[src/hdl/btsc_pkg.sv]
package btsc_pkg;
    // ------------------------------------------------------------
    // instruction word layout
    // ------------------------------------------------------------
    localparam int          INSTR_W        = 12;       // program word width
    localparam int          DATA_W         = 8;        // file register width
    localparam int          ADDR_W         = 5;        // file address width
    localparam int          BSEL_W         = 3;        // bit selector width
    localparam logic [3:0]  OPC_BIT_SKIP   = 4'h7;     // top nibble 0111
    localparam logic [5:0]  OPC_COMPLEMENT = 6'h09;    // top six bits 0010 01
    localparam int          OPC4_MSB       = 11;       // top nibble position
    localparam int          OPC4_LSB       = 8;
    localparam int          OPC6_LSB       = 6;        // six-bit opcode low bit
    localparam int          BSEL_LSB       = 5;        // bit selector low bit
    localparam int          DEST_POS       = 5;        // destination bit
    localparam int          ADDR_LSB       = 0;        // file address low bit
    localparam logic        DEST_WREG      = 1'b0;     // result to working register
    localparam logic [DATA_W-1:0] W_RESET  = 8'h00;    // working register at reset
    localparam logic        ZERO_RESET     = 1'b0;     // zero flag at reset
    localparam logic [ADDR_W-1:0] ADDR_RESET = 5'h00;  // write address at reset
    localparam logic [DATA_W-1:0] DATA_RESET = 8'h00;  // write data at reset
endpackage : btsc_pkg

[src/hdl/btsc_skip_slot.sv]
// ------------------------------------------------------------
// one-deep slot remembering that the next fetched word is void
// ------------------------------------------------------------
module btsc_skip_slot (
    input  wire logic clk_i,     // core clock
    input  wire logic rst_i,     // synchronous reset, high
    input  wire logic set_i,     // skip taken this cycle
    input  wire logic adv_i,     // pipeline advances
    output logic      void_o     // word now executing is discarded
);
    logic void_q;                // registered slot

    // slot arms on a taken skip, drains on the next advance
    always_ff @(posedge clk_i) begin
        if (rst_i) begin
            void_q <= 1'b0;
        end else if (adv_i) begin
            void_q <= set_i;
        end
    end

    assign void_o = void_q;
endmodule : btsc_skip_slot

[src/hdl/btsc_exec.sv]
// Summary of operation
// RULE1: decode 0111 bbb fffff, skip when bit set
// RULE2: taken skip voids next word, two cycles
// RULE3: decode 0010 01 d fffff, invert file register
// RULE4: d=0 writes working register, d=1 file
// RULE5: complement sets zero flag; bit test keeps flags
module btsc_exec
    import btsc_pkg::*;
(
    input  wire logic                          CLK_I,        // core clock, 125 MHz
    input  wire logic                          RST_I,        // synchronous reset, high
    input  wire logic                          VALID_I,      // fetched word valid, pipeline advances
    input  wire logic [btsc_pkg::INSTR_W-1:0]  INSTR_I,      // fetched instruction word
    input  wire logic [btsc_pkg::DATA_W-1:0]   FILE_RDATA_I, // read data of addressed file register
    output logic      [btsc_pkg::ADDR_W-1:0]   FILE_RADDR_O, // file read address (registered)
    output logic                               FILE_WE_O,    // file write strobe, one cycle
    output logic      [btsc_pkg::ADDR_W-1:0]   FILE_WADDR_O, // file write address
    output logic      [btsc_pkg::DATA_W-1:0]   FILE_WDATA_O, // file write data
    output logic      [btsc_pkg::DATA_W-1:0]   WREG_O,       // working register
    output logic                               ZERO_O,       // zero flag
    output logic                               SKIP_O,       // skip taken, pulse
    output logic                               NOP_O         // voided word executing, pulse
);
    import btsc_pkg::*;

    // ------------------------------------------------------------
    // state
    // ------------------------------------------------------------
    // the pipeline state in one word, registered once; only the discard slot sits outside it
    typedef struct packed {
        logic [ADDR_W-1:0] raddr;    // address of word in execute
        logic [BSEL_W-1:0] bsel;     // bit selector held for execute
        logic              is_skip;  // execute holds a bit test
        logic              is_comp;  // execute holds a complement
        logic              dest;     // destination of complement
        logic              we;       // file write strobe
        logic [ADDR_W-1:0] waddr;    // file write address
        logic [DATA_W-1:0] wdata;    // file write data
        logic [DATA_W-1:0] wreg;     // working register
        logic              zero;     // zero flag
        logic              skip;     // skip pulse
        logic              no_operation;      // discarded word pulse
    } btsc_state_t;

    // ------------------------------------------------------------
    // internal signals
    // ------------------------------------------------------------
    // bit_hit, inv and skip_take below are set at the top of the comb process; void_now comes from the slot
    btsc_state_t       s_q;          // registered state
    btsc_state_t       s_d;          // next state
    logic              void_now;     // current execute word is discarded
    logic              bit_hit;      // tested bit is one
    logic [DATA_W-1:0] inv;          // complemented operand
    logic              skip_take;    // skip decided this cycle

    // ------------------------------------------------------------
    // discard slot
    // ------------------------------------------------------------
    // slot only moves with the pipeline, so a stall keeps a pending discard;
    // it is the only state kept outside the struct
    btsc_skip_slot u_slot (
        .clk_i  (CLK_I),
        .rst_i  (RST_I),
        .set_i  (skip_take),
        .adv_i  (VALID_I),
        .void_o (void_now)
    );

    // ------------------------------------------------------------
    // decode and execute
    // ------------------------------------------------------------
    // file operand arrives in the cycle after decode, while the registered address is out,
    // so decode fields are latched alongside the read address
    always_comb begin
        s_d       = s_q;
        s_d.we    = 1'b0;
        s_d.skip  = 1'b0;
        s_d.no_operation   = 1'b0;
        bit_hit   = FILE_RDATA_I[s_q.bsel];                             // RULE1
        inv       = ~FILE_RDATA_I;                                      // RULE3
        skip_take = VALID_I && s_q.is_skip && !void_now && bit_hit;     // RULE1
        if (VALID_I) begin
            // execute stage: word latched last cycle
            if (void_now) begin
                // word fetched behind a taken skip: run as a no_operation
                s_d.no_operation = 1'b1;                                         // RULE2
            end else if (s_q.is_skip) begin
                // flags and registers untouched, only the skip pulse
                s_d.skip = bit_hit;                                     // RULE1 RULE5
            end else if (s_q.is_comp) begin
                // zero flag follows the inverted value, both destinations
                s_d.zero = (inv == DATA_RESET);                         // RULE5
                if (s_q.dest == DEST_WREG) begin
                    // result kept in the working register
                    s_d.wreg = inv;                                     // RULE4
                end else begin
                    // result written back to the addressed file register
                    s_d.we    = 1'b1;                                   // RULE4
                    s_d.waddr = s_q.raddr;
                    s_d.wdata = inv;
                end
            end
            // any other opcode falls through with no effect
            // decode stage: latch fields of the new word
            s_d.raddr   = INSTR_I[ADDR_LSB +: ADDR_W];
            s_d.bsel    = INSTR_I[BSEL_LSB +: BSEL_W];
            s_d.dest    = INSTR_I[DEST_POS];
            s_d.is_skip = (INSTR_I[OPC4_MSB:OPC4_LSB] == OPC_BIT_SKIP);     // RULE1
            s_d.is_comp = (INSTR_I[OPC4_MSB:OPC6_LSB] == OPC_COMPLEMENT);   // RULE3
        end
        // valid low: everything holds; the pulses above already
        // dropped, so a stall never repeats a write
    end

    // registered state; hazard: a bit test right after a file write
    // of the same register sees old data, the core must forward
    always_ff @(posedge CLK_I) begin
        if (RST_I) begin
            // every field named, so a new field cannot slip past reset
            s_q <= '{raddr:   ADDR_RESET,   // no address in flight
                     bsel:    '0,
                     is_skip: 1'b0,         // empty execute stage
                     is_comp: 1'b0,
                     dest:    1'b0,
                     we:      1'b0,         // no stray write on release
                     waddr:   ADDR_RESET,
                     wdata:   DATA_RESET,
                     wreg:    W_RESET,
                     zero:    ZERO_RESET,
                     skip:    1'b0,
                     no_operation:     1'b0};
        end else begin
            s_q <= s_d;
        end
    end

    // ------------------------------------------------------------
    // outputs
    // ------------------------------------------------------------
    // every port is a field of the state register, no logic after it
    assign FILE_RADDR_O = s_q.raddr;
    assign FILE_WE_O    = s_q.we;
    assign FILE_WADDR_O = s_q.waddr;
    assign FILE_WDATA_O = s_q.wdata;
    // held values
    assign WREG_O       = s_q.wreg;
    assign ZERO_O       = s_q.zero;
    // one-cycle pulses
    assign SKIP_O       = s_q.skip;
    assign NOP_O        = s_q.no_operation;

    // ------------------------------------------------------------
    // checks
    // ------------------------------------------------------------
    // internal nets are used where the ports alone cannot tell
    // a discarded word from an idle one; a stall may sit between
    // any two executed words, so each check of an executed word starts on a valid edge
    // a taken skip arms the discard slot for the very next word
    chk_skip_voids_next: assert property (@(posedge CLK_I) disable iff (RST_I) // RULE2
        skip_take |=> void_now)
        else $error("taken skip did not arm the discard");
    // the discarded word shows only as a no_operation pulse
    chk_void_gives_nop: assert property (@(posedge CLK_I) disable iff (RST_I) // RULE2
        (VALID_I && void_now) |=> (NOP_O && !SKIP_O && !FILE_WE_O))
        else $error("discarded word not run as no_operation");
    // an untaken skip takes one cycle and voids nothing
    chk_untaken_single: assert property (@(posedge CLK_I) disable iff (RST_I) // RULE2
        (VALID_I && s_q.is_skip && !void_now && !bit_hit) |=> !void_now)
        else $error("untaken skip discarded a word");
    // skip pulse mirrors the tested bit of the operand
    chk_skip_on_bit: assert property (@(posedge CLK_I) disable iff (RST_I) // RULE1
        (VALID_I && s_q.is_skip && !void_now) |=> (SKIP_O == $past(bit_hit)))
        else $error("skip does not follow tested bit");
    // file address goes out one cycle after decode
    chk_raddr_decode: assert property (@(posedge CLK_I) disable iff (RST_I) // RULE1
        VALID_I |=> (FILE_RADDR_O == $past(INSTR_I[ADDR_LSB +: ADDR_W])))
        else $error("file address not taken from word");
    // complement to file: strobe and inverted data
    chk_comp_file_write: assert property (@(posedge CLK_I) disable iff (RST_I) // RULE3
        (VALID_I && s_q.is_comp && !void_now && s_q.dest) |=>
            (FILE_WE_O && FILE_WDATA_O == ~$past(FILE_RDATA_I)))
        else $error("complement to file wrong");
    // write goes back to the register that was read
    chk_comp_waddr: assert property (@(posedge CLK_I) disable iff (RST_I) // RULE4
        (VALID_I && s_q.is_comp && !void_now && s_q.dest) |=>
            (FILE_WADDR_O == $past(FILE_RADDR_O)))
        else $error("complement written to wrong register");
    // complement to working register: no file write
    chk_comp_wreg: assert property (@(posedge CLK_I) disable iff (RST_I) // RULE4
        (VALID_I && s_q.is_comp && !void_now && !s_q.dest) |=>
            (!FILE_WE_O && WREG_O == ~$past(FILE_RDATA_I)))
        else $error("complement to working register wrong");
    // zero flag against the stored result and against the operand
    chk_zero_flag: assert property (@(posedge CLK_I) disable iff (RST_I) // RULE5
        (VALID_I && s_q.is_comp && !void_now) |=>
            (ZERO_O == (($past(s_q.dest) ? FILE_WDATA_O : WREG_O) == 8'h00)
            && ZERO_O == ($past(FILE_RDATA_I) == 8'hFF)))
        else $error("zero flag wrong after complement");
    // complement never skips
    chk_comp_no_skip: assert property (@(posedge CLK_I) disable iff (RST_I) // RULE3
        (VALID_I && s_q.is_comp && !void_now) |=> (!SKIP_O && !NOP_O))
        else $error("complement raised a skip");
    // bit test leaves flags and registers alone
    chk_test_keeps_flag: assert property (@(posedge CLK_I) disable iff (RST_I) // RULE5
        (VALID_I && s_q.is_skip) |=> $stable(ZERO_O) && $stable(WREG_O) && !FILE_WE_O)
        else $error("bit test changed state");
    // discarded word changes nothing
    chk_nop_no_effect: assert property (@(posedge CLK_I) disable iff (RST_I) // RULE2
        NOP_O |-> !FILE_WE_O && !SKIP_O && $stable(WREG_O))
        else $error("discarded word had effect");
    // the word behind a skip is discarded, so no second skip follows
    chk_no_double_skip: assert property (@(posedge CLK_I) disable iff (RST_I) // RULE2
        SKIP_O |=> !SKIP_O)
        else $error("skip twice in a row");
    // stall: no pulse, nothing moves
    chk_stall_no_effect: assert property (@(posedge CLK_I) disable iff (RST_I) // RULE2
        !VALID_I |=> (!FILE_WE_O && !SKIP_O && !NOP_O
            && $stable(WREG_O) && $stable(ZERO_O)))
        else $error("stalled pipeline had effect");
    // opcodes outside the two decoded here have no effect
    chk_other_quiet: assert property (@(posedge CLK_I) disable iff (RST_I) // RULE3
        (VALID_I && !void_now && !s_q.is_skip && !s_q.is_comp) |=> (!FILE_WE_O && !SKIP_O && !NOP_O
            && $stable(WREG_O) && $stable(ZERO_O)))
        else $error("unknown opcode had effect");
endmodule : btsc_exec

[config.mk]
export PLATFORM = sky130hd
export DESIGN_NAME = btsc_exec
export DESIGN_NICKNAME = d
export VERILOG_FILES = /design/src/hdl/btsc_pkg.sv /design/src/hdl/btsc_skip_slot.sv /design/src/hdl/btsc_exec.sv
export SDC_FILE = /design/constraint.sdc
export NUM_CORES = 1
export LEC_CHECK = 0
export CORE_MARGIN = 3
export CORE_UTILIZATION = 45
export CTS_CLUSTER_DIAMETER = 150
export DETAILED_ROUTE_END_ITERATION = 7
export DONT_BUFFER_PORTS = 1
export PLACE_DENSITY_LB_ADDON = 0.1
export SLEW_MARGIN = 15
export SYNTH_ARGS = -nofsm -noshare
export SYNTH_HDL_FRONTEND = slang
export SYNTH_HIERARCHICAL = 1
export SYNTH_SLANG_ARGS = --single-unit
[constraint.sdc]
create_clock -name CLK_I -period 4.81 [get_ports CLK_I]
set_clock_uncertainty 0.15 [all_clocks]
set_input_delay 0.962 -clock CLK_I [delete_from_list [all_inputs] [get_ports CLK_I]]
set_output_delay 0.962 -clock CLK_I [all_outputs]
set_load 0.05 [all_outputs]
# Word level (Yosys, flattened, before mapping)
# Cells that the tools add are included.
# W data, S select, Z words.
dict set report word_totals {
  reg_bits 37
}
dict set report classes {
  muxes 4
  eq_ne 2
  bitwise_logic 6
  order_cmp 1
  n_reduce_logical 11
}
# cell count
set ops {}
lappend ops {{$mux W14} 1}
lappend ops {{$reduce_and A5 Y1} 2}
lappend ops {{$logic_not A8 Y1} 1}
lappend ops {{$not A8 Y8} 1}
lappend ops {{$eq A6 B4 Y1 const B} 1}
lappend ops {{$not A1 Y1} 5}
lappend ops {{$reduce_or A5 Y1} 1}
lappend ops {{$eq A4 B3 Y1 const B} 1}
lappend ops {{$lt A3 B4 Y1 const B} 1}
lappend ops {{$reduce_and A4 Y1} 1}
lappend ops {{$reduce_or A4 Y1} 1}
lappend ops {{$bmux W1 S3} 1}
lappend ops {{$logic_and A1 B1 Y1} 3}
lappend ops {{$mux W1} 2}
lappend ops {{$reduce_or A2 Y1} 1}
lappend ops {{$logic_not A1 Y1} 1}

# Longest topological paths before layout
dict set report depth {
  ltp_word 3
  mapped_depth 6
}

# Hierarchy
# The synthesis kept the hierarchy.
# module area_per_inst_um2 n_inst cells_per_inst
set by_module_without_submodules {}
lappend by_module_without_submodules {btsc_exec 1562.7 1 169}
lappend by_module_without_submodules {btsc_skip_slot 33.8 1 3}

# Least setup slack after synthesis
# No wires, ideal clock.
dict set report synth_path {
  kind {input to register}
  from {in FILE_RDATA_I[5] (netlist name)}
  to {reg u_slot.void_q (netlist: u_slot/void_o)}
  stages 5
  arrival_time_ns 1.686
  path_buffers 0
  required_ns 4.546
  slack_ns 2.859
  path_cell_list {mux2_2 > nor3b_1 > nor4_1 > mux2i_1 > nor2_1}
}
dict set report synth_via {
  elab_chain_cells 3
}
# element line
set synth_rtl {}
lappend synth_rtl {{start: declaration} btsc_exec.sv:14} ;# input wire logic [btsc_pkg::DATA_W-1:0] FILE_RDATA_I,
lappend synth_rtl {{$bmux W1 S3} btsc_exec.sv:79} ;# bit_hit = FILE_RDATA_I[s_q.bsel];
lappend synth_rtl {{$mux W1 (not written as such)} btsc_exec.sv:79}
lappend synth_rtl {{$logic_and A1 B1 Y1} btsc_exec.sv:81} ;# skip_take = VALID_I && s_q.is_skip && !void_now && bit_hit;
lappend synth_rtl {{via skip_take} btsc_exec.sv:54} ;# logic skip_take;
lappend synth_rtl {{end signal: assignment} btsc_skip_slot.sv:18} ;# void_q <= set_i;
lappend synth_rtl {{end: declaration} btsc_skip_slot.sv:11} ;# logic void_q;
# The timed path passes the listed nets, and every way through them passes these cells. The select of a mux whose other input is x is not followed.
# A chain may end at the register's enable or synchronous reset.

==> metrics.log <==
[metrics] count of yosys warnings during synthesis: 6
[metrics] Vias: 1095
[metrics] summed negative setup slack over all endpoints: 0 ps
[metrics] M1 wire length: 1.409 mm
[metrics] category of the worst setup path capture point: flip-flop
[metrics] nets@finish: 165
[metrics] Crit-path slowest cell: dfxtp_1
[metrics] total wirelength of the detailed-routed design: 3.375 mm
[metrics] TritonCTS clock tree: built
[metrics] overall routing resource usage: 15.84%
[metrics] total setup buffers inserted after CTS: 0
[metrics] count of flip-flops with a built-in enable after synthesis: 0
[metrics] switching power: 116.7 µW
[metrics] I/O pin total: 53
[metrics] Max VDD drop: 0.1276 mV
[metrics] detailed-route vias per instance: 5.794
[metrics] clock tree root driver cell: clkbuf_4
[metrics] power density relative to cell area: 341.2 mW/mm²
[metrics] global-route wire length before repair: 5.133 mm
[metrics] antenna violations before repair: 0
[metrics] Final Setup Violations: 0
[metrics] count of standard-cell rows: 21
[metrics] CTS resizes: 0
[metrics] number of nets in the synthesized netlist: 195
[metrics] commonest cells in the synthesized netlist: 36 x dfxtp_1, 26 x buf_4, 24 x a21oi_1
[metrics] flip-flop cell with the highest count after synthesis: dfxtp_1
[metrics] Cell Chain, Critical Path: inv_1, nor2_1, a211oi_1
[metrics] capture endpoint of the worst hold path: s_q[26]$_SDFFE_PP0P_
[metrics] critical register-to-register path startpoint: s_q[28]$_SDFFE_PP0P_
[metrics] post-layout instance area: 0.001469 mm²
[metrics] Int Power: 384.4 µW
[metrics] portion of the clock cycle consumed by the worst path in the final layout: 46.28%
[metrics] end of the worst register-to-register path: FILE_WDATA_O[4]$_SDFFE_PP0P_
[metrics] count of clock tree sinks: 36
[metrics] Wirelength per Cell: 17.86 µm
[metrics] leak pwr: 0.4853 nW
[metrics] number of H-tree levels: 2
[metrics] HPWL after detailed placement: 2.303 mm
[metrics] most used standard cell by instance count after synthesis: dfxtp_1
[metrics] cell count after synthesis: 172
[metrics] Reg power frac: 63.6%
[metrics] gpl congestion: 0.7308
[metrics] outcome: complete, no violations
[metrics] Hold Path Cell Cnt: 2
[metrics] start-to-end type of the worst setup path: flip-flop to flip-flop
[metrics] Data arrival, critical path: 2270 ps
[metrics] core outline area: 0.003390 mm²
[metrics] starting density of the core: 47.10%
[metrics] count of input and output buffers: 0
[metrics] TritonCTS buffer count: 5
[metrics] critical path's largest stage delay: 800 ps
[metrics] number of storage elements in the synthesis netlist: 36
[metrics] hold violation count in the final report: 0
[metrics] fraction of post-synthesis cell area in the top cell type by area: 45.14%
[metrics] Antenna Nets Post-Route: 0
[metrics] switching part of the total: 23.30%
[metrics] max-slew violation count: 0
[metrics] Mapped Avg Cell Area: 9.282 µm²
[metrics] CP max FO: 20
[metrics] area of the mapped netlist: 0.001597 mm²
[metrics] Chip Width: 65.57 µm
[metrics] worst hold margin: 351.6 ps
[metrics] fraction of layout cells with a size suffix above 1: 7.692%
[metrics] library cell occupying the most area in the post-synthesis netlist: dfxtp_1
[metrics] number of maximum-capacitance constraint violations: 0
[metrics] highest achievable clock rate: 449.2 MHz
[metrics] largest net degree at the start of global routing: 36
[metrics] Die Footprint: 0.004299 mm²
[metrics] first-pass detailed-route iteration total: 4
[metrics] count of hold buffers inserted by post-cts repair: 0
[metrics] count of inserted antenna diode cells: 0
[metrics] worst slew margin relative to its limit: 51.45%
[metrics] drt initial violations: 62
[metrics] Worst-Margin Slew: 727.3 ps
[metrics] unrepaired setup endpoints after global routing: false
[metrics] top cells by area in the synthesized netlist: dfxtp_1 45%, buf_4 12%, a21oi_1 7.5%
[metrics] met2 wire length: 1.591 mm
[metrics] register-to-register setup slack: 2580 ps
[metrics] proportion of synthesized flip-flops having asynchronous set or reset: 0%
[metrics] share of the yosys chip area belonging to registers: 45.14%
[metrics] R2R cell count: 3
[metrics] Min-Delay Startpoint: s_q[26]$_SDFFE_PP0P_
[metrics] top routing layer in use: met4
[metrics] remaining global-route overflow: 0
[metrics] Gate power share: 3.4%
[metrics] Die Y: 65.57 µm
[metrics] post-place instance area: 0.001410 mm²
[metrics] crit start category: flip-flop
[metrics] required time at the worst-slack endpoint: 4860 ps
[metrics] Clock power frac: 33.1%
[metrics] final-layout fill cell count: 337
[metrics] routed length on met3: 357 µm
[metrics] growth of design area from synthesis to finish: -7.994%
[metrics] path category of the worst min-delay check: flip-flop to flip-flop
[metrics] Netlist cell types: 27
[metrics] clock latency on the worst-skew pair: 320 ps
[metrics] maximum buffer depth of the clock tree: 2
[metrics] vias in the first global route: 997
[metrics] CTS clk-pin slew, worst paths: 100 ps
[metrics] fin crit period: 2226 ps
[metrics] DRC violation count after routing: 0
## cell type report
cell class | count | area, µm² | share of cell area (%)
clock buffer | 8 | 58.81 | 4.003
multi-input combinational | 97 | 624.3 | 42.50
sequential | 36 | 720.7 | 49.06
tap | 46 | 57.56 | 3.918
inverter | 2 | 7.507 | 0.5111
## per-layer routing
layer | global-route usage (%) | vias to the layer above
li1 | - | 532
met1 | 18.24 | 518
met2 | 23.77 | 43
met3 | 9.744 | 2
met4 | 5.959 | 0
met5 | 0 | -
## power groups by stage
| stage | Clock (mW) | Combinational, mW | Sequential (mW) |
|---|---|---|---|
| floorplan | 0 | 0.0364 | 0.312 |
| global placement | 0 | 0.0166 | 0.325 |
| detailed placement | 0 | 0.0170 | 0.326 |
| CTS | 0.169 | 0.0171 | 0.319 |
| global route | 0.181 | 0.0189 | 0.320 |
| finish | 0.166 | 0.0168 | 0.318 |
## through the flow
step | setup slack, ps | util, % | instances | power [mW]
after floorplan | 2859 | - | 172 | 0.3482
after global placement | 2524 | 41.60 | 181 | 0.3420
after detailed placement | 2478 | 41.60 | 181 | 0.3426
after CTS | 2575 | 43.34 | 189 | 0.5051
after global routing | 2391 | 43.34 | 189 | 0.5192
final | 2584 | 43.34 | 189 | 0.5011
## cells in the final DEF (no fill, tap or decap), types with 3 or more instances in the layout
cell / Yosys / layout
a211oi_1: 16 / 16
a21oi_1: 24 / 24
clkbuf_4: 0 / 5
dfxtp_1: 36 / 36
mux2_2: 3 / 3
mux2i_1: 10 / 10
nand3_1: 6 / 6
nand4_1: 3 / 3
nor2_1: 11 / 11
o21ai_0: 5 / 5
## sequential cells by signal (all words and copies together), names as in the netlist
register,count
FILE_WDATA_O,8
WREG_O,8
FILE_RADDR_O,5
FILE_WADDR_O,5
s_q,5
FILE_WE_O,1
NOP_O,1
SKIP_O,1
ZERO_O,1
u_slot/void_o,1
## cells by family (layout without fill, tap and decap cells)
logic type,Yosys count,in the layout,share of synthesized area [%]
AND/OR/NAND/NOR,37,37,13.09
multiplexers,13,13,8.386
flip-flops,36,36,45.14
buffers and inverters,39,10,15.75
AO/OA/AOI/OAI,47,47,17.63
## worst max-delay path: cells and delay by family, from the launching register on
kind	cells	cell delay [ps]
buf+inv	1	430
flops	1	800
compound gates	1	160
simple gates	1	550
## worst max-delay path by stage
| stage | startpoint | slack (ps) | cells after the start | end |
|---|---|---|---|---|
| after floorplan | FILE_RDATA_I[5] | 2860 | 5 | u_slot/void_o$_SDFFE_PP0P_ |
| after global placement | VALID_I | 2520 | 3 | WREG_O[2]$_SDFFE_PP0P_ |
| final | s_q[28]$_SDFFE_PP0P_ | 2580 | 3 | FILE_WDATA_O[4]$_SDFFE_PP0P_ |
| after detailed placement | VALID_I | 2480 | 3 | WREG_O[4]$_SDFFE_PP0P_ |
| after global routing | s_q[28]$_SDFFE_PP0P_ | 2390 | 3 | FILE_WDATA_O[3]$_SDFFE_PP0P_ |
| after CTS | s_q[28]$_SDFFE_PP0P_ | 2570 | 3 | FILE_WDATA_O[1]$_SDFFE_PP0P_ |
(Power assumes the default switching activity.)
